<file path="src/hdl/fcp_regs.svh">
`ifndef FCP_REGS_SVH
`define FCP_REGS_SVH

// system clock period
`define FCP_CLK_NS 20
// nominal configuration clock periods for speed select low / high
`define FCP_CONFIG_CLOCK_FAST_NS 100
`define FCP_CONFIG_CLOCK_SLOW_NS 800
`define FCP_CONFIG_CLOCK_FAST_CYC ((`FCP_CONFIG_CLOCK_FAST_NS) / (`FCP_CLK_NS))
`define FCP_CONFIG_CLOCK_SLOW_CYC ((`FCP_CONFIG_CLOCK_SLOW_NS) / (`FCP_CLK_NS))
// clear latency after program release, least figure, rounded up
`define FCP_INIT_LAT_NS 63360
`define FCP_INIT_LAT_CYC (((`FCP_INIT_LAT_NS) + (`FCP_CLK_NS) - 1) / (`FCP_CLK_NS))
// read clock: low phase in configuration clocks, last count is the high one
`define FCP_RCLK_LOW_CCLKS 7
`define FCP_RCLK_HIGH_CNT 3'h7
`define FCP_RCLK_LAST_LOW 3'h6
`define FCP_ADDR_W 18
`define FCP_BYTE_BITS 4'h8

`endif

</file>
<file path="src/hdl/fcp_pkg.sv">
package fcp_pkg;

	typedef enum logic [1:0] {
		MD_MSER = 2'h0,
		MD_MPAR = 2'h1,
		MD_APER = 2'h2,
		MD_NONE = 2'h3
	} fcp_mode_t;

	// gray along hold -> clear -> load
	typedef enum logic [1:0] {
		ST_HOLD = 2'h0,
		ST_CLEAR = 2'h1,
		ST_LOAD = 2'h3
	} fcp_state_t;

	typedef struct packed {
		logic programRequestN;
		logic clockSpeedSelect;
		logic [1:0] modeSel;
		logic serialIn;
		logic writeN;
		logic selectLineAN;
		logic selectLineB;
		logic readN;
		logic [7:0] data;
	} fcp_pins_t;

	typedef struct packed {
		logic readClock;
		logic [17:0] addr;
	} fcp_rom_t;

endpackage : fcp_pkg

</file>
<file path="src/hdl/fcp_config_port.sv">
`timescale 1ns/1ps
`include "fcp_regs.svh"
// Function
// master serial forwards sampled bit next fall
// speed pin low 10 MHz, high 1.25 MHz
// read clock seven low, one high
// parallel byte shifts out 1.5 clocks later
// host may write once ready rises
// ready on ready pin and bit seven
// read strobe drives bit seven with ready
// slave source waits 1 us after clear
// program release clears memory then raises clear
// host waits 1.5 us after clear
// written byte shifts out from falling edge
// address advances per period, rising sample
module fcp_config_port (
	input wire logic clk,
	input wire logic srst,
	input wire fcp_pkg::fcp_pins_t pinsIn,
	output logic configClock,
	output logic daisyOut,
	output logic readyOut,
	output logic initDone,
	output fcp_pkg::fcp_rom_t romOut,
	output logic dataBitSevenOut,
	output logic dataBitSevenOe,
	output logic cfgBit,
	output logic cfgBitValid
);

	localparam int PW = $bits(fcp_pkg::fcp_pins_t);

	////////////////////////////////////////////////////////////////////////////
	// pin synchronisers: a change counts once stages two and three agree
	fcp_pkg::fcp_pins_t s1_ff, s2_ff, s3_ff, pin_ff;
	genvar gi;
	generate
		for (gi = 0; gi < PW; gi++)
		begin : g_sync
			always_ff @(posedge clk)
			begin
				if (srst)
				begin
					s1_ff[gi] <= 1'b1;
					s2_ff[gi] <= 1'b1;
					s3_ff[gi] <= 1'b1;
					pin_ff[gi] <= 1'b1;
				end
				else
				begin
					s1_ff[gi] <= pinsIn[gi];
					s2_ff[gi] <= s1_ff[gi];
					s3_ff[gi] <= s2_ff[gi];
					if (s2_ff[gi] == s3_ff[gi])
						pin_ff[gi] <= s3_ff[gi];
				end
			end
		end
	endgenerate

	////////////////////////////////////////////////////////////////////////////
	// sequencing: hold while program requested, clear, then load
	fcp_pkg::fcp_state_t state_ff, nxt_state;
	fcp_pkg::fcp_mode_t mode_ff;
	logic [11:0] clrCnt_ff;
	wire clrDoneW = (clrCnt_ff == 12'(`FCP_INIT_LAT_CYC - 1));
	wire loading = (state_ff == fcp_pkg::ST_LOAD);

	always_comb
	begin
		nxt_state = state_ff;
		case (state_ff)
			fcp_pkg::ST_HOLD: if (pin_ff.programRequestN) nxt_state = fcp_pkg::ST_CLEAR;
			fcp_pkg::ST_CLEAR: if (!pin_ff.programRequestN) nxt_state = fcp_pkg::ST_HOLD;
				else if (clrDoneW) nxt_state = fcp_pkg::ST_LOAD;
			fcp_pkg::ST_LOAD: if (!pin_ff.programRequestN) nxt_state = fcp_pkg::ST_HOLD;
			default: nxt_state = fcp_pkg::ST_HOLD;
		endcase
	end

	always_ff @(posedge clk)
	begin
		if (srst)
		begin
			state_ff <= fcp_pkg::ST_HOLD;
			clrCnt_ff <= 12'h000;
			mode_ff <= fcp_pkg::MD_NONE;
		end
		else
		begin
			state_ff <= nxt_state;
			clrCnt_ff <= (state_ff == fcp_pkg::ST_CLEAR) ? clrCnt_ff + 12'h001 : 12'h000;
			// keep sampling through the clear so the synchronisers have settled after reset
			if (state_ff != fcp_pkg::ST_LOAD)
				mode_ff <= fcp_pkg::fcp_mode_t'(pin_ff.modeSel);
		end
	end

	////////////////////////////////////////////////////////////////////////////
	// configuration clock divider, period from the speed pin
	logic [5:0] divCnt_ff;
	logic config_clock_ff;
	wire runClk = loading && (mode_ff != fcp_pkg::MD_NONE);
	wire [5:0] periodW = pin_ff.clockSpeedSelect ? 6'(`FCP_CONFIG_CLOCK_SLOW_CYC) : 6'(`FCP_CONFIG_CLOCK_FAST_CYC);
	wire [5:0] halfW = {1'b0, periodW[5:1]};
	wire wrapW = (divCnt_ff >= periodW - 6'h01);
	wire riseEv = runClk && wrapW;
	wire fallEv = runClk && (divCnt_ff == halfW - 6'h01);

	always_ff @(posedge clk)
	begin
		if (srst || !runClk)
		begin
			divCnt_ff <= 6'h00;
			config_clock_ff <= 1'b0;
		end
		else
		begin
			divCnt_ff <= wrapW ? 6'h00 : divCnt_ff + 6'h01;
			if (riseEv)
				config_clock_ff <= 1'b1;
			else if (fallEv)
				config_clock_ff <= 1'b0;
		end
	end

	////////////////////////////////////////////////////////////////////////////
	// read clock and rom address for master parallel
	logic [2:0] rcnt_ff;
	logic [`FCP_ADDR_W-1:0] addr_ff;
	wire mpar = runClk && (mode_ff == fcp_pkg::MD_MPAR);
	wire romTake = mpar && riseEv && (rcnt_ff == `FCP_RCLK_LAST_LOW);

	always_ff @(posedge clk)
	begin
		if (srst || !mpar)
		begin
			rcnt_ff <= 3'h0;
			addr_ff <= '0;
		end
		else if (riseEv)
		begin
			rcnt_ff <= rcnt_ff + 3'h1;
			if (rcnt_ff == `FCP_RCLK_HIGH_CNT)
				addr_ff <= addr_ff + `FCP_ADDR_W'(1);
		end
	end

	////////////////////////////////////////////////////////////////////////////
	// asynchronous peripheral write accept and status read
	logic wrPrev_ff;
	logic ready_ff;
	wire aper = runClk && (mode_ff == fcp_pkg::MD_APER);
	wire selW = !pin_ff.selectLineAN && pin_ff.selectLineB;
	wire wrTake = aper && selW && ready_ff && !wrPrev_ff && pin_ff.writeN;

	////////////////////////////////////////////////////////////////////////////
	// byte shifter to the daisy chain, msb first
	logic [7:0] shift_ff;
	// rom byte waits here while the previous byte sends its last bit
	logic [7:0] hold_ff;
	logic [3:0] bitsLeft_ff;
	logic skip_ff;
	logic serBit_ff;
	logic serHave_ff;
	logic daisy_ff;
	logic bitV_ff;
	wire mser = runClk && (mode_ff == fcp_pkg::MD_MSER);
	wire shiftNow = fallEv && ((bitsLeft_ff != 4'h0) || skip_ff);

	always_ff @(posedge clk)
	begin
		if (srst || !runClk)
		begin
			wrPrev_ff <= 1'b1;
			ready_ff <= 1'b1;
			shift_ff <= 8'h00;
			hold_ff <= 8'h00;
			bitsLeft_ff <= 4'h0;
			skip_ff <= 1'b0;
			serBit_ff <= 1'b0;
			serHave_ff <= 1'b0;
			daisy_ff <= 1'b0;
			bitV_ff <= 1'b0;
		end
		else
		begin
			wrPrev_ff <= pin_ff.writeN;
			bitV_ff <= 1'b0;
			if (mser && riseEv)
			begin
				serBit_ff <= pin_ff.serialIn;
				serHave_ff <= 1'b1;
			end
			if (mser && fallEv && serHave_ff)
			begin
				daisy_ff <= serBit_ff;
				bitV_ff <= 1'b1;
				serHave_ff <= 1'b0;
			end
			if (wrTake)
			begin
				shift_ff <= pin_ff.data;
				bitsLeft_ff <= `FCP_BYTE_BITS;
				ready_ff <= 1'b0;
			end
			else if (romTake)
			begin
				hold_ff <= pin_ff.data;
				skip_ff <= 1'b1;
			end
			else if (shiftNow)
			begin
				if (bitsLeft_ff != 4'h0)
				begin
					daisy_ff <= shift_ff[7];
					bitV_ff <= 1'b1;
				end
				if (bitsLeft_ff == 4'h1)
					ready_ff <= 1'b1;
				if (skip_ff)
				begin
					shift_ff <= hold_ff;
					bitsLeft_ff <= `FCP_BYTE_BITS;
					skip_ff <= 1'b0;
				end
				else
				begin
					shift_ff <= {shift_ff[6:0], 1'b0};
					bitsLeft_ff <= bitsLeft_ff - 4'h1;
				end
			end
		end
	end

	////////////////////////////////////////////////////////////////////////////
	// outputs
	logic init_ff;
	logic d7Oe_ff;
	always_ff @(posedge clk)
	begin
		if (srst)
		begin
			init_ff <= 1'b0;
			d7Oe_ff <= 1'b0;
		end
		else
		begin
			init_ff <= (nxt_state == fcp_pkg::ST_LOAD);
			d7Oe_ff <= aper && selW && !pin_ff.readN;
		end
	end

	assign configClock = config_clock_ff;
	assign daisyOut = daisy_ff;
	assign readyOut = ready_ff;
	assign dataBitSevenOut = ready_ff;
	assign dataBitSevenOe = d7Oe_ff;
	assign initDone = init_ff;
	assign romOut = '{readClock: (rcnt_ff == `FCP_RCLK_HIGH_CNT) && mpar, addr: addr_ff};
	assign cfgBit = daisy_ff;
	assign cfgBitValid = bitV_ff;

endmodule : fcp_config_port

</file>
<file path="config.mk">
export PLATFORM = sky130hd
export DESIGN_NAME = fcp_config_port
export DESIGN_NICKNAME = d
export VERILOG_FILES = /design/src/hdl/fcp_pkg.sv /design/src/hdl/fcp_config_port.sv
export VERILOG_INCLUDE_DIRS = /design/src /design/src/hdl
export SDC_FILE = /design/constraint.sdc
export NUM_CORES = 1
export LEC_CHECK = 0
export BUFFER_PORTS_ARGS = -buffer_cell sky130_fd_sc_hd__buf_2
export CAP_MARGIN = 20
export CORE_MARGIN = 1
export CORE_UTILIZATION = 55
export DETAILED_ROUTE_END_ITERATION = 7
export GPL_ROUTABILITY_DRIVEN = 1
export PLACE_DENSITY = 0.81
export SLEW_MARGIN = 40
export SYNTH_ARGS = -nofsm -noshare
export SYNTH_HDL_FRONTEND = slang
export SYNTH_SLANG_ARGS = --single-unit
</file>
<file path="constraint.sdc">
create_clock -name clk -period 2.9 [get_ports clk]
set_input_delay 0.435 -clock clk [delete_from_list [all_inputs] [get_ports clk]]
set_output_delay 0.435 -clock clk [all_outputs]
set_load 0.02 [all_outputs]
</file>
==> results.sh <==
export IMPL_status="complete, no violations"
export IMPL_synth_xor_area_frac=0.0546
export IMPL_drc=0
export IMPL_post_cts_buffers=0
export IMPL_overflow=0
export IMPL_h_tree_depth=4
export IMPL_async_reset_ff_frac=0
export IMPL_synth_edff_count=0
export IMPL_reg2reg_depth=8
export IMPL_synth_seq_area_share=0.534
export IMPL_die_h_microns=100
export IMPL_postSynthAreaPerCell_sq_um=9.46
export IMPL_core_region_area_sq_um=9280
export IMPL_reg2reg_to="shift_ff[1]"
export IMPL_hold_start="pinsIn[13]"
export IMPL_drt_iter0_drc=165
export IMPL_synthAdderAreaFrac=0.0260
export IMPL_final_layout_size_suffix_gt1_frac=0.237
export IMPL_cp_data_required_time_ps=3350
export IMPL_synth_top_cell_area_share=0.534
export IMPL_totalWireLength_microns=9990
export IMPL_cp_end_kind="flip-flop"
export IMPL_synthMuxAreaShare=0.0206
export IMPL_cts_hold_buf=0
export IMPL_synth_seq_cells=141
export IMPL_numCtsBuffers=17
export IMPL_relSlewSlack=0.543
export IMPL_finalNonFillerCells=744
export IMPL_syn_cell_area_sq_um=5290
export IMPL_floorplan_initialDensity=0.570
export IMPL_antenna_found_initial=0
export IMPL_cts_root_buf="clkbuf_8"
export IMPL_holdPathEnd="s1_ff[13]"
export IMPL_worstSetupPathType="reg -> reg"
export IMPL_nNetsFinal=633
export IMPL_mostFrequentLayoutCell="dfxtp_1"
export IMPL_synth_top_family_by_area="simple AND/OR/NAND/NOR gates"
export IMPL_track_usage=0.217
export IMPL_antenna_left=0
export IMPL_peakVddDrop_v=0.000434
export IMPL_synth_cell_types=49
export IMPL_drv_cap=0
export IMPL_grt_max_degree=51
export IMPL_min_period_ps=2560
export IMPL_drv_slew=0
export IMPL_synth_nets=589
export IMPL_setup_viol=0
export IMPL_grt_pass1_vias=3940
export IMPL_hold_path_class="in -> reg"
export IMPL_drtPass1Iterations=4
export IMPL_cts_tree="built"
export IMPL_clk_pin_slew_worst_paths_ps=60
export IMPL_layout_common_cells="dfxtp_1 (141), nor2_1 (68), or2_2 (52), buf_2 (45), nand2_1 (38)"
export IMPL_fmax_ghz=0.390
export IMPL_hold_viol=0
export IMPL_globalplace_congestion=0.788
export IMPL_synthSimpleGateAreaFrac=0.247
export IMPL_ys_warn_count=0
export IMPL_rows=35
export IMPL_fin_setup_tns_ps=0
export IMPL_cts_buffer_depth=2
export IMPL_syn_instance_count=559
export IMPL_regToRegSetupSlack_ps=340
export IMPL_holdPathStages=2
export IMPL_die_area_sq_um=10000
export IMPL_rsz0062_at_grt="false"
export IMPL_p_leak_nw=2.43
export IMPL_startpoint_type="flip-flop"
export IMPL_crit_arrival_ps=3020
export IMPL_syn2layout_area_growth_pct=16.8
export IMPL_ctsResizeCount=0
export IMPL_finalCritPeriodShare=0.884
export IMPL_tightest_slew_ps=684
export IMPL_port_buffer_count=45
export IMPL_grt_pass1_wl_microns=17200
export IMPL_yosys_area_top_type="dfxtp_1"
export IMPL_synth_ff_type="dfxtp_1"
export IMPL_skew_ps=7.79
export IMPL_power_density_nw_per_um2=674
export IMPL_vias_per_cell=5.31
export IMPL_insertion_delay_ps=520
export IMPL_cts_sinks=141
export IMPL_path_max_fanout=16
export IMPL_diodes=0
export IMPL_synth_compound_area_frac=0.0840
export IMPL_ios=46
export IMPL_timing_rr_start="pin_ff[15]"
export IMPL_placed_cells=713
export IMPL_netlist_top_cells_area="dfxtp_1 (53%), or2_2 (6.2%), nor2_1 (4.8%), xor2_1 (3.8%), a21oi_1 (3.4%)"
export IMPL_hpwl_microns=6470
export IMPL_dr_total_vias=3952
export IMPL_die_w_microns=100
export IMPL_routedWlPerCell_microns=13.4
[power breakdown]
group / total (mW) / internal, mW / switching [mW]
Sequential: 1.98 / 1.97 / 0.0148
Clock: 2.12 / 1.30 / 0.816
Combinational: 0.0573 / 0.0337 / 0.0236
[state kept, by name, summed over array words and instances (netlist names), 6 cells and up]
| name | cells |
|---|---|
| divCnt_ff | 6 |
| s3_ff | 17 |
| s1_ff | 17 |
| hold_ff | 8 |
| clrCnt_ff | 12 |
| addr_ff | 18 |
| shift_ff | 8 |
| s2_ff | 17 |
| pin_ff | 17 |
[metrics by stage]
stage | instance area (sq um) | power (mW) | util | worst slack, ps | hold WS [ps]
6_report | 6180 | 4.16 | 0.665 | 337 | 95.1
5_1_grt | 6180 | 4.29 | 0.665 | 185 | 80.1
4_1_cts | 6180 | 4.18 | 0.665 | 351 | 86.6
3_5_place_dp | 5600 | 2.08 | 0.603 | 393 | 395
2_1_floorplan | 5290 | 2.06 | - | 434 | 389
3_3_place_gp | 5600 | 2.08 | 0.603 | 487 | 391
[worst max-delay path, cell delays in order (launching register included)]
cell and delay [ps]:
dfxtp_1 410, inv_1 100, ha_1 300, nand2_1 60
o311a_1 390, or4_4 620, o211ai_2 270, nand4_1 220
nand3_1 140
[kinds of logic (layout without fill, tap and decap cells)]
kind of cell               Yosys count  after routing
and+or+nand+nor                    254            254
DFF                                141            141
AOI/OAI and AO/OA                   71             71
buffers and inverters               39             95
xor gates and xnor gates            33             33
adders and majority gates           11             11
muxes                               10             10
[worst max path at each step]
stage	start	end	slack (ps)	cells after the start
CTS	pin_ff[15]	shift_ff[1]	350	8
global route	pin_ff[15]	shift_ff[0]	190	8
finish	pin_ff[15]	shift_ff[1]	340	8
global placement	pin_ff[15]	dataBitSevenOut	490	8
floorplan	pin_ff[15]	dataBitSevenOut	430	11
detailed placement	pin_ff[15]	dataBitSevenOut	390	8
[synth_stat cells, drive strengths merged, types with 2 or more instances]
cell type    n
buf          7
and4         2
nor2b        2
o21ai        5
a21oi       36
o21bai      18
clkbuf      20
nand2       38
or3          5
mux2i        3
and3        10
xnor2       10
a211o        2
mux2         7
nor4         2
inv         11
dfxtp      141
nor3        12
a211oi       2
or2         52
xor2        23
nor2        68
nand4       17
nor4bb       2
nor3b        3
or4          2
a31oi        2
ha          11
nand3       32
[layer usage]
layer | global-route usage | share of wire | vias to the layer above
met5 | 0 | 0 | -
met4 | 0.100 | 0.015 | 0
met3 | 0.0606 | 0.036 | 20
met2 | 0.373 | 0.50 | 80
met1 | 0.250 | 0.45 | 1871
li1 | - | - | 1981
[layout make-up]
type                       count  area [sq um]
clock buffer                  17           414
clock inverter                14           168
fill                         736          3110
inverter                      12          45.0
multi-input combinational    379          2290
sequential                   141          2820
tap                          129           161
timing repair buffer          52           278
(Power assumes the default switching activity.)
